### config.mk
export PLATFORM = sky130hd
export DESIGN_NAME = rps_register_bank
export DESIGN_NICKNAME = d
export VERILOG_FILES = /design/src/verilog/rps_pkg.sv /design/src/verilog/rps_page_ctrl.sv /design/src/verilog/rps_register_bank.sv
export SDC_FILE = /design/constraint.sdc
export NUM_CORES = 1
export LEC_CHECK = 0
export BUFFER_PORTS_ARGS = -buffer_cell sky130_fd_sc_hd__buf_2
export CAP_MARGIN = 20
export CORE_UTILIZATION = 45
export CTS_BUF_LIST = sky130_fd_sc_hd__clkbuf_16
export CTS_CLUSTER_DIAMETER = 40
export CTS_CLUSTER_SIZE = 40
export DETAILED_ROUTE_END_ITERATION = 8
export GPL_TIMING_DRIVEN = 0
export PLACE_DENSITY = 0.72
export SYNTH_ARGS = -nofsm -noshare
export SYNTH_HDL_FRONTEND = slang
export SYNTH_SLANG_ARGS = --single-unit
### constraint.sdc
create_clock -name clock_i -period 1.7 [get_ports clock_i]
set_input_delay 0.255 -clock clock_i [delete_from_list [all_inputs] [get_ports clock_i]]
set_output_delay 0.255 -clock clock_i [all_outputs]
set_load 0.01 [all_outputs]
### src/verilog/rps_pkg.sv
// rps_pkg: constants for the register page control and live status bank.
// assumes one system clock domain; offsets are register addresses within a page.
package rps_pkg;

   // number of control ports: one four-wire and two two-wire
   localparam int          RPS_PORTS            = 3;
   localparam int          RPS_AW               = 8;
   localparam int          RPS_DW               = 8;
   localparam int          RPS_SYNC_STAGES      = 2;

   // register offsets; page control in every page, status in page 0 only
   localparam logic [7:0]  RPS_OFS_PAGE_CTRL    = 8'h00;
   localparam logic [7:0]  RPS_OFS_PAGE_CTRL_HI = 8'h80;
   localparam logic [7:0]  RPS_OFS_STATUS_PRIM  = 8'h01;
   localparam logic [7:0]  RPS_OFS_STATUS_GPI   = 8'h02;

   // page control field positions
   localparam int          RPS_BIT_AUTO_RETURN  = 7;
   localparam int          RPS_BIT_WRITE_MODE   = 6;
   localparam int          RPS_PAGE_MSB         = 2;
   localparam int          RPS_PAGE_LSB         = 0;

   // page select codes
   localparam logic [2:0]  RPS_PAGE_0           = 3'h0;
   localparam logic [2:0]  RPS_PAGE_1           = 3'h1;
   localparam logic [2:0]  RPS_PAGE_2           = 3'h2;
   localparam logic [2:0]  RPS_PAGE_TEST        = 3'h3;

   // primary status and shared input field positions
   localparam int          RPS_BIT_COMPARATOR   = 3;
   localparam int          RPS_BIT_RAMP         = 2;
   localparam int          RPS_BIT_WAKE         = 1;
   localparam int          RPS_BIT_BUTTON       = 0;
   localparam int          RPS_BIT_GPI_SHARED   = 2;

   // reset values
   localparam logic [7:0]  RPS_PAGE_CTRL_RST    = 8'h00;
   localparam logic [7:0]  RPS_DATA_RST         = 8'h00;
   localparam logic [3:0]  RPS_STATUS_RSVD      = 4'h0;

endpackage : rps_pkg

### src/verilog/rps_page_ctrl.sv
// rps_page_ctrl: one page control register for one control port.
// assumes req/write/addr/wdata/end come from port logic on the same clock.
`timescale 1ns/10ps
`default_nettype none

module rps_page_ctrl
   import rps_pkg::*;
(
   // clock and reset
   input  wire logic              clock_i,
   input  wire logic              arst_n_i,
   // access from this port
   input  wire logic              req_i,
   input  wire logic              write_i,
   input  wire logic [RPS_AW-1:0] addr_i,
   input  wire logic [RPS_DW-1:0] wdata_i,
   input  wire logic              end_i,
   // register contents
   output logic      [RPS_DW-1:0] page_control_o
);

   logic [RPS_DW-1:0] page_control;
   logic [RPS_DW-1:0] next_page_control;
   logic              ctrl_written;
   logic              next_ctrl_written;
   logic              ctrl_hit;

   // the register answers at 0x00 and 0x80 of every page
   assign ctrl_hit = req_i && write_i &&
                     ((addr_i == RPS_OFS_PAGE_CTRL) || (addr_i == RPS_OFS_PAGE_CTRL_HI));

   // next value; an access that sets up the page is not reverted at its own end
   always_comb begin
      next_page_control = page_control;
      next_ctrl_written = ctrl_written;
      if (ctrl_hit) begin
         next_page_control = wdata_i; // write mode bit stored here
         next_ctrl_written = 1'b1;
      end
      if (end_i) begin
         next_ctrl_written = 1'b0;
         if (page_control[RPS_BIT_AUTO_RETURN] && !ctrl_written && !ctrl_hit) begin
            next_page_control[RPS_PAGE_MSB:RPS_PAGE_LSB] = RPS_PAGE_0;
         end
      end
   end

   // register stage
   always_ff @(posedge clock_i or negedge arst_n_i) begin
      if (!arst_n_i) begin
         page_control <= RPS_PAGE_CTRL_RST;
         ctrl_written <= 1'b0;
      end else begin
         page_control <= next_page_control;
         ctrl_written <= next_ctrl_written;
      end
   end

   assign page_control_o = page_control;

   a_auto_return: assert property (@(posedge clock_i) disable iff (!arst_n_i)
      end_i && page_control[RPS_BIT_AUTO_RETURN] && !ctrl_written && !ctrl_hit
      |=> page_control_o[RPS_PAGE_MSB:RPS_PAGE_LSB] == RPS_PAGE_0)
      else $error("page not returned to zero after access");

   a_ctrl_store: assert property (@(posedge clock_i) disable iff (!arst_n_i)
      ctrl_hit |=> page_control_o == $past(wdata_i))
      else $error("page control write not stored");

   a_no_return: assert property (@(posedge clock_i) disable iff (!arst_n_i)
      end_i && !page_control[RPS_BIT_AUTO_RETURN] && !ctrl_hit
      |=> $stable(page_control_o))
      else $error("page changed without auto return");

   // the write lands one edge after the hit, so two idle cycles look back two edges
   a_write_mode: assert property (@(posedge clock_i) disable iff (!arst_n_i)
      ctrl_hit ##1 (!ctrl_hit) [*2] |-> page_control_o[RPS_BIT_WRITE_MODE]
      == $past(wdata_i[RPS_BIT_WRITE_MODE], 2))
      else $error("write mode bit lost");

endmodule : rps_page_ctrl

`default_nettype wire

### src/verilog/rps_register_bank.sv
// rps_register_bank: page control per port and live status readout.
// assumes each port's serial front end presents decoded one-cycle accesses
// and an end pulse when its transaction has finished.
`timescale 1ns/10ps
`default_nettype none

module rps_register_bank
   import rps_pkg::*;
(
   // clock and reset
   input  wire logic                              clock_i,
   input  wire logic                              arst_n_i,
   // decoded accesses, one lane per control port
   input  wire logic [RPS_PORTS-1:0]              req_i,
   input  wire logic [RPS_PORTS-1:0]              write_i,
   input  wire logic [RPS_PORTS-1:0][RPS_AW-1:0]  addr_i,
   input  wire logic [RPS_PORTS-1:0][RPS_DW-1:0]  wdata_i,
   input  wire logic [RPS_PORTS-1:0]              end_i,
   // answers per port
   output logic      [RPS_PORTS-1:0][RPS_DW-1:0]  rdata_o,
   output logic      [RPS_PORTS-1:0]              ack_o,
   output logic      [RPS_PORTS-1:0][2:0]         page_o,
   output logic      [RPS_PORTS-1:0]              write_mode_o,
   // monitored signals, asynchronous to clock_i
   input  wire logic                              low_threshold_comparator_out_i,
   input  wire logic                              voltage_ramp_active_i,
   input  wire logic                              charger_wakeup_pin_i,
   input  wire logic                              power_button_n_i,
   input  wire logic [7:0]                        general_input_level_i,
   input  wire logic                              analog_input_threshold_i,
   input  wire logic                              threshold_select_i
);

   localparam int NSIG = 14; // six single pins, eight input levels minus none: 1+1+8+1+1+1+1

   logic [NSIG-1:0]                  sync_raw;
   logic [NSIG-1:0]                  sync_a;
   logic [NSIG-1:0]                  sync_b;
   logic [RPS_PORTS-1:0][RPS_DW-1:0] page_control;
   logic [RPS_PORTS-1:0][RPS_DW-1:0] rdata;
   logic [RPS_PORTS-1:0][RPS_DW-1:0] next_rdata;
   logic [RPS_PORTS-1:0]             ack;
   logic [RPS_PORTS-1:0]             next_ack;
   logic [RPS_DW-1:0]                status_primary;
   logic [RPS_DW-1:0]                status_general_inputs_low;
   logic                             s_comp;
   logic                             s_ramp;
   logic                             s_wake;
   logic                             s_button_n;
   logic [7:0]                       s_gpi;
   logic                             s_adc;
   logic                             s_sel;

   // pins come from other domains; two flops before anything reads them
   assign sync_raw = {threshold_select_i, analog_input_threshold_i, general_input_level_i,
                      power_button_n_i, charger_wakeup_pin_i, voltage_ramp_active_i,
                      low_threshold_comparator_out_i};

   always_ff @(posedge clock_i or negedge arst_n_i) begin
      if (!arst_n_i) begin
         sync_a <= '0;
         sync_b <= '0;
      end else begin
         sync_a <= sync_raw;
         sync_b <= sync_a;
      end
   end

   assign {s_sel, s_adc, s_gpi, s_button_n, s_wake, s_ramp, s_comp} = sync_b;

   // status is rebuilt every cycle from the pins, nothing is latched
   always_comb begin
      status_primary                      = {RPS_STATUS_RSVD, 4'h0};
      status_primary[RPS_BIT_COMPARATOR]  = s_comp;
      status_primary[RPS_BIT_RAMP]        = s_ramp;
      status_primary[RPS_BIT_WAKE]        = s_wake;
      status_primary[RPS_BIT_BUTTON]      = !s_button_n;             // pressed is low
      status_general_inputs_low           = s_gpi;
      status_general_inputs_low[RPS_BIT_GPI_SHARED] = s_sel ? s_adc : s_gpi[RPS_BIT_GPI_SHARED];
   end

   // read decode; page control answers in every page
   function automatic logic [RPS_DW-1:0] read_value(
      input logic [RPS_DW-1:0] ctrl,
      input logic [RPS_AW-1:0] addr,
      input logic [RPS_DW-1:0] stat_a,
      input logic [RPS_DW-1:0] stat_b
   );
      logic [2:0] page;
      page = ctrl[RPS_PAGE_MSB:RPS_PAGE_LSB];
      read_value = RPS_DATA_RST;
      if ((addr == RPS_OFS_PAGE_CTRL) || (addr == RPS_OFS_PAGE_CTRL_HI)) begin
         read_value = ctrl;
      end else if (page == RPS_PAGE_0) begin
         if (addr == RPS_OFS_STATUS_PRIM) begin
            read_value = stat_a;
         end else if (addr == RPS_OFS_STATUS_GPI) begin
            read_value = stat_b;
         end
      end
   endfunction : read_value

   // one page control instance per port keeps pages independent
   for (genvar p = 0; p < RPS_PORTS; p++) begin : g_port
      rps_page_ctrl u_page (
         .clock_i        (clock_i),
         .arst_n_i       (arst_n_i),
         .req_i          (req_i[p]),
         .write_i        (write_i[p]),
         .addr_i         (addr_i[p]),
         .wdata_i        (wdata_i[p]),
         .end_i          (end_i[p]),
         .page_control_o (page_control[p])
      );
      assign page_o[p]       = page_control[p][RPS_PAGE_MSB:RPS_PAGE_LSB];
      assign write_mode_o[p] = page_control[p][RPS_BIT_WRITE_MODE];
   end

   // answers: read data captured on the request, writes to status dropped
   always_comb begin
      next_rdata = rdata;
      next_ack   = '0;
      for (int p = 0; p < RPS_PORTS; p++) begin
         if (req_i[p]) begin
            next_ack[p] = 1'b1;
            if (!write_i[p]) begin
               next_rdata[p] = read_value(page_control[p], addr_i[p],
                                          status_primary, status_general_inputs_low);
            end
            // a write to 0x01 or 0x02 touches nothing here
         end
      end
   end

   always_ff @(posedge clock_i or negedge arst_n_i) begin
      if (!arst_n_i) begin
         rdata <= '0;
         ack   <= '0;
      end else begin
         rdata <= next_rdata;
         ack   <= next_ack;
      end
   end

   assign rdata_o = rdata;
   assign ack_o   = ack;

   a_status_live: assert property (@(posedge clock_i) disable iff (!arst_n_i)
      req_i[0] && !write_i[0] && addr_i[0] == RPS_OFS_STATUS_PRIM && page_o[0] == RPS_PAGE_0
      |=> rdata_o[0] == $past(status_primary))
      else $error("status read not current");

   a_button_pol: assert property (@(posedge clock_i) disable iff (!arst_n_i)
      ##2 status_primary[RPS_BIT_BUTTON] == !$past(power_button_n_i, 2))
      else $error("button bit polarity wrong");

   a_ramp_follow: assert property (@(posedge clock_i) disable iff (!arst_n_i)
      ##2 status_primary[RPS_BIT_RAMP] == $past(voltage_ramp_active_i, 2))
      else $error("ramp bit does not follow pin");

   a_comp_rsvd: assert property (@(posedge clock_i) disable iff (!arst_n_i)
      ##2 status_primary[7:4] == 4'h0 &&
      status_primary[RPS_BIT_COMPARATOR] == $past(low_threshold_comparator_out_i, 2))
      else $error("comparator or reserved bits wrong");

   a_gpi_shared: assert property (@(posedge clock_i) disable iff (!arst_n_i)
      ##2 status_general_inputs_low[RPS_BIT_GPI_SHARED] == ($past(threshold_select_i, 2) ?
      $past(analog_input_threshold_i, 2) : $past(general_input_level_i[2], 2)))
      else $error("shared input bit wrong");

   a_port_isol: assert property (@(posedge clock_i) disable iff (!arst_n_i)
      req_i[0] && !req_i[1] && !end_i[1] |=> $stable(page_o[1]))
      else $error("port one page moved by port zero");

   a_page_gate: assert property (@(posedge clock_i) disable iff (!arst_n_i)
      req_i[1] && !write_i[1] && addr_i[1] == RPS_OFS_STATUS_GPI && page_o[1] != RPS_PAGE_0
      |=> rdata_o[1] == RPS_DATA_RST)
      else $error("status visible outside page zero");

   a_ack_timing: assert property (@(posedge clock_i) disable iff (!arst_n_i)
      req_i[2] |=> ack_o[2] ##1 (ack_o[2] == $past(req_i[2])))
      else $error("ack not one cycle after request");

   // wake pin reaches its bit unchanged, two edges late through the synchroniser
   a_wake_follow: assert property (@(posedge clock_i) disable iff (!arst_n_i)
      ##2 status_primary[RPS_BIT_WAKE] == $past(charger_wakeup_pin_i, 2))
      else $error("wake bit does not follow pin");

   // upper input levels are plain copies, no inversion
   a_gpi_levels: assert property (@(posedge clock_i) disable iff (!arst_n_i)
      ##2 status_general_inputs_low[7:3] == $past(general_input_level_i[7:3], 2))
      else $error("input level bits wrong");

   // either alias of the page control reads back the stored byte
   a_ctrl_read: assert property (@(posedge clock_i) disable iff (!arst_n_i)
      req_i[1] && !write_i[1] &&
      (addr_i[1] == RPS_OFS_PAGE_CTRL || addr_i[1] == RPS_OFS_PAGE_CTRL_HI)
      |=> rdata_o[1] == $past(page_control[1]))
      else $error("page control read back wrong");

   // a write aimed at a status offset must not reach the page control
   a_status_ro: assert property (@(posedge clock_i) disable iff (!arst_n_i)
      req_i[0] && write_i[0] && !end_i[0] &&
      (addr_i[0] == RPS_OFS_STATUS_PRIM || addr_i[0] == RPS_OFS_STATUS_GPI)
      |=> $stable(page_control[0]))
      else $error("status write changed page control");

   // read data only moves on a read; writes leave it alone
   a_rdata_hold: assert property (@(posedge clock_i) disable iff (!arst_n_i)
      !(req_i[0] && !write_i[0]) |=> $stable(rdata_o[0]))
      else $error("read data moved without a read");

endmodule : rps_register_bank

`default_nettype wire

### Word level (Yosys, flattened, before mapping)

Index checks and enable logic that the tools add are counted.

* flip-flop bits (word level): 82
* bits of input ports: 73
* output and inout bits: 39
* word-level logic and storage cells: 92

* equality and inequality tests: 9
* multiplexer cells: 31
* bitwise logic cells: 3
* reductions and logical operators: 34

Operator list (number)
* 8-bit two-way mux: 12
* 3-bit two-way mux: 9
* 8-bit by 1-bit equality test with 1-bit output, second input constant: 3
* 8-bit by 2-bit equality test with 1-bit output, second input constant: 3
* 8-bit equality test, second input constant: 3
* 8-bit logical NOT: 3
* 1-bit logical AND: 12
* 1-bit two-way mux: 10
* 3-bit logical NOT: 3
* 1-bit logical NOT: 7
* 2-bit AND reduction: 3
* 2-bit nonzero test: 3
* 1-bit logical OR: 3
* 1-bit inverter: 3

### Longest topological paths before layout

* depth in word-level cells: 7
* mapped depth: 5
* depth with buffers taken out: 4

### By module

A second synthesis with hierarchy kept.

* cell total of the unflattened synthesis: 273
* area, all modules: 3432.0 um^2

By module, submodules not included
* rps_register_bank: times used 1, cells an instance 183, area an instance 2223.4 um^2, seq. area each 1376.3 um^2
* rps_page_ctrl: times used 3, cells an instance 30, area an instance 402.9 um^2, seq. area each 225.2 um^2

### Worst setup path before layout

OpenSTA, ideal clock, no wires.

* path kind: input to register
* start: in addr_i[18] (netlist bit)
* end: reg g_port[2].u_page.page_control[5]
* library setup time: 0.125 ns
* arrival time: 1.627 ns
* required time: 1.575 ns
* path slack: -0.052 ns
* stages on the path: 4
* buffers on the path: 1
* path through: or4_4 > nor4_4 > buf_6 > mux2_4

* word-level cells in the longest chain between the ends: 3
* elaborated cells on any way between the ends: 4
* classes of those cells: 1 x eq/ne; 3 x reduce/logical

Ends and longest elaborated chain
* start, declared: RTL line rps_register_bank.sv:16 `input wire logic [RPS_PORTS-1:0][RPS_AW-1:0] addr_i,`
* 8-bit equality test or 8-bit logical NOT (tied branches): RTL line rps_page_ctrl.sv:30 `((addr_i == RPS_OFS_PAGE_CTRL) || (addr_i == RPS_OFS_PAGE_CTRL_HI));`
* 1-bit logical OR *: RTL line rps_page_ctrl.sv:30
* 1-bit logical AND *: RTL line rps_page_ctrl.sv:29 `assign ctrl_hit = req_i && write_i &&`
* end signal, assigned: RTL line rps_page_ctrl.sv:54 `page_control <= next_page_control;`
* end, declared: RTL line rps_page_ctrl.sv:22 `logic [RPS_DW-1:0] page_control;`

Mark *: on every way between the ends. The rest lies on a longest branch, timed or not.
A chain may end at the register's enable or synchronous reset.

### Final worst setup path

* start: reg g_port[1].u_page.page_control[1]
* end: reg rdata (netlist bit rdata_o[14])

* word-level cells in the longest chain between the ends: 3

Ends and longest elaborated chain
* start, declared: RTL line rps_page_ctrl.sv:22
* start signal, assigned: RTL line rps_page_ctrl.sv:54
* 3-bit logical NOT: RTL line rps_register_bank.sv:94 `end else if (page == RPS_PAGE_0) begin`
* 8-bit two-way mux: RTL line rps_register_bank.sv:94
* 8-bit two-way mux: RTL line rps_register_bank.sv:92 `if ((addr == RPS_OFS_PAGE_CTRL) || (addr == RPS_OFS_PAGE_CTRL_HI)) begin`
* end signal, assigned: RTL line rps_register_bank.sv:140 `rdata <= next_rdata;`
* end, declared: RTL line rps_register_bank.sv:40 `logic [RPS_PORTS-1:0][RPS_DW-1:0] rdata;`

No other way between the ends.

==> out/results.tsv <==
stage	metric	value	unit
timing	tightest_slew	0.8594	ns
synthesis	synth_seq_cells	82	
run_status	status	complete, no violations	
floorplan	core-area	0.007214	sq mm
timing	maxSlewViolCount	0	
clocking	cts_inserted_buffers	9	
clocking	clk_root_buffer_cell	clkbuf_16	
floorplan	dieArea	0.007800	sq mm
power	power_density	971.1	mW/mm^2
synthesis	synthFlopType	dfrtp_1	
critical_path	start_kind	flip-flop	
clocking	cts_buffer_depth	2	
synthesis	ys_top_cells_by_area	dfrtp_1 61%, nand2_1 4.7%, a22oi_1 4.3%, mux2_2 4.0%, buf_4 3.1%	
detailed_routing	drtIter0Drc	128	
floorplan	fp.dieH	88.32	microns
timing	fin_crit_sh	94.29	%
power	swShare	24.50	%
layout	diodes	0	
synthesis	synth_cells	285	
detailed_routing	drc	0	
detailed_routing	num_vias	2572	
critical_path	critPathMaxStageDelay	0.52	ns
timing	setup_viol	0	
layout	layout_commonest_cell	buf_2	
critical_path	crit_required	1.95	ns
layout	num-nets-final	486	
critical_path	arrival	1.85	ns
timing	layout_min_cycle_time	1.603	ns
global_routing	track_usage	20.08	%
synthesis	synth_area	0.003353	sq mm
power	p_leak	2.184	nW
floorplan	initial_core_util	46.48	%
detailed_routing	wirelength	7.139	mm
detailed_routing	viasPerCell	4.975	
floorplan	pin_count	112	
critical_path	worstSetupPathType	flip-flop to flip-flop	
critical_path	cp-end-kind	flip-flop	
clocking	cts_tree	yes	
timing	worst_clock_skew	0.005505	ns
layout	drive_above_1_share	42.11	%
detailed_routing	antenna_left	0	
timing	slew_headroom	41.90	%
synthesis	yosysWarnings	0	
clocking	clk_pin_slew	0.06	ns
global_routing	grt_pass1_wl	11.52	mm
detailed_routing	routedWlPerCell	13.81	microns
critical_path	crit_family	simple AND/OR/NAND/NOR gates	
floorplan	rows	31	
timing	setup_slack	0.09702	ns
synthesis	synth_edf_count	0	
flow_run	maxCapViolCount	0	
timing	max_freq	623.8	MHz
placed_design	port_buffers	111	
synthesis	ys_types	35	
detailed_routing	first_pass_iters	4	
clocking	cts.sinks	82	
floorplan	die_width	88.32	microns
timing	hold_viol	0	
clocking	clock_latency	0.33	ns
global_routing	grt_max_degree	53	
placed_design	gp_congestion	0.7781	
critical_path	crit_chain	or4_4, nor4_4, buf_6, nand3_2, a31oi_1	
global_routing	grt_overflow	0	
layout	layout_common_cells	110 x buf_2, 81 x dfrtp_1, 42 x nand2_1, 21 x nor2_1, 19 x a22oi_1	
synthesis	synth_fp_nets	358	
synthesis	synth_area_per_cell	11.77	sq um
synthesis	netlist.area_leader.share	61.19	%
power	p_comb_share	8.6	%
critical_path	critical-path-slowest-cell	or4_4	
synthesis	ys_seq_area_share	61.19	%
power	power.share.sequential	48.9	%
global_routing	antenna_found_initial	0	
clocking	cts.htree.levels	3	
power	p_sw	1.050	mW
timing	whs	0.02592	ns
critical_path	crit_fanout	8	
placed_design	pre_cts_ws	-0.2517	ns
layout	synthToLayoutAreaGrowth	31.57	%
power	clockPowerShare	42.5	%
power	p_int	3.235	mW
hold_path	hp-class	input port to flip-flop	
synthesis	yosys.area.top_type	dfrtp_1	
critical_path	path_buf_inv	1	
power	peakVddDrop	0.0005767	V
synthesis	async_flop_share	100.0	%
placed_design	dp_hpwl	5.317	mm
global_routing	grt_pass1_vias	2424	
[path summary, 6_finish.rpt]
| check | to | slack, ns | depth (start not counted) | start |
|---|---|---|---|---|
| worst max register to register | rdata_o[14] | 0.1 | 5 | g_port[1].u_page.page_control_o[1] |
| worst max-delay path | rdata_o[14] | 0.1 | 5 | g_port[1].u_page.page_control_o[1] |
| min in group asynchronous | g_port[2].u_page.page_control_o[6] | 0.40 | 2 | arst_n_i |
| worst min-delay path | sync_a[7] | 0.03 | 1 | general_input_level_i[3] |
| max in group asynchronous | sync_a[2] | 0.73 | 3 | arst_n_i |
| worst min register to register | sync_b[10] | 0.35 | 0 | sync_a[10] |
[cell usage after synthesis (5+ instances only)]
master and number:
buf_4 14, nor2_1 21, mux2_2 12, a21oi_1 5, clkbuf_1 5, a22oi_1 19
nand2_1 42, nor2b_1 7, dfrtp_1 82, nand3_1 9, o21ai_0 17
[worst register-to-register path: cells and delay by family, from the launching register on]
| family | cells | cell delay (ns) |
|---|---|---|
| AND/OR/NAND/NOR | 3 | 0.77 |
| AO/OA/AOI/OAI | 1 | 0.18 |
| flip-flops | 1 | 0.41 |
| buffers and inverters | 1 | 0.17 |
[through the flow]
step | instances | power (mW) | util (%) | setup TNS (ns) | instance area [sq um]
floorplan | 285 | 2.269 | - | -0.1575 | 3353
global placement | 495 | 2.476 | 55.90 | -18.50 | 4033
detailed placement | 496 | 2.495 | 56.31 | -4.421 | 4063
CTS | 517 | 4.339 | 61.08 | -0.1224 | 4407
global route | 517 | 4.481 | 61.15 | -0.0003337 | 4412
finish | 517 | 4.284 | 61.15 | 0 | 4412
[power groups by stage]
stage	clock [mW]	combinational, mW	sequential [mW]
finish	1.82	0.367	2.10
global route	1.96	0.413	2.11
global placement	0	0.344	2.13
detailed placement	0	0.359	2.14
floorplan	0	0.142	2.13
CTS	1.87	0.374	2.10
[sequential cells by signal (all words and copies together), names as in the netlist]
signal,cells
ack_o,3
g_port.u_page.ctrl_written,3
g_port.u_page.page_control_o,24
rdata_o,24
sync_a,14
sync_b,14
[per-layer routing]
layer / vias up / share of wire, % / global-route usage [%]
met5: - / 0 / 0
met1: 1202 / 48 / 29.21
met4: 0 / 2.5 / 9.238
met2: 90 / 45 / 28.88
met3: 16 / 5.0 / 4.291
li1: 1264 / - / -
[timing repair]
action	4_1_cts	5_1_grt
endpoints found under the setup margin	8	8
resized for setup	5	1
endpoints found under the hold margin	30	0
hold buffers	1	0
pin swaps	8	2
buffers inserted	4	0
gates cloned	0	0
[layout make-up]
class                           instances  area [sq um]
Multi-Input combinational cell        181          1177
Timing Repair Buffer                  117         629.4
Tap cell                               99         123.9
Sequential cell                        82          2053
Clock buffer                            9         225.2
Buffer                                 21         138.9
Fill cell                             633          2803
Inverter                                1         3.754
Clock inverter                          7         60.06
[cells by family (layout without fill, tap and decap cells)]
family | Yosys count | count (layout) | synth area share [%]
AOI/OAI and AO/OA | 54 | 54 | 10.71
DFF | 82 | 82 | 61.19
muxes | 16 | 16 | 5.672
buffers and inverters | 22 | 155 | 4.254
and+or+nand+nor | 111 | 111 | 18.17
No activity file was read; power rests on OpenSTA's default activity.
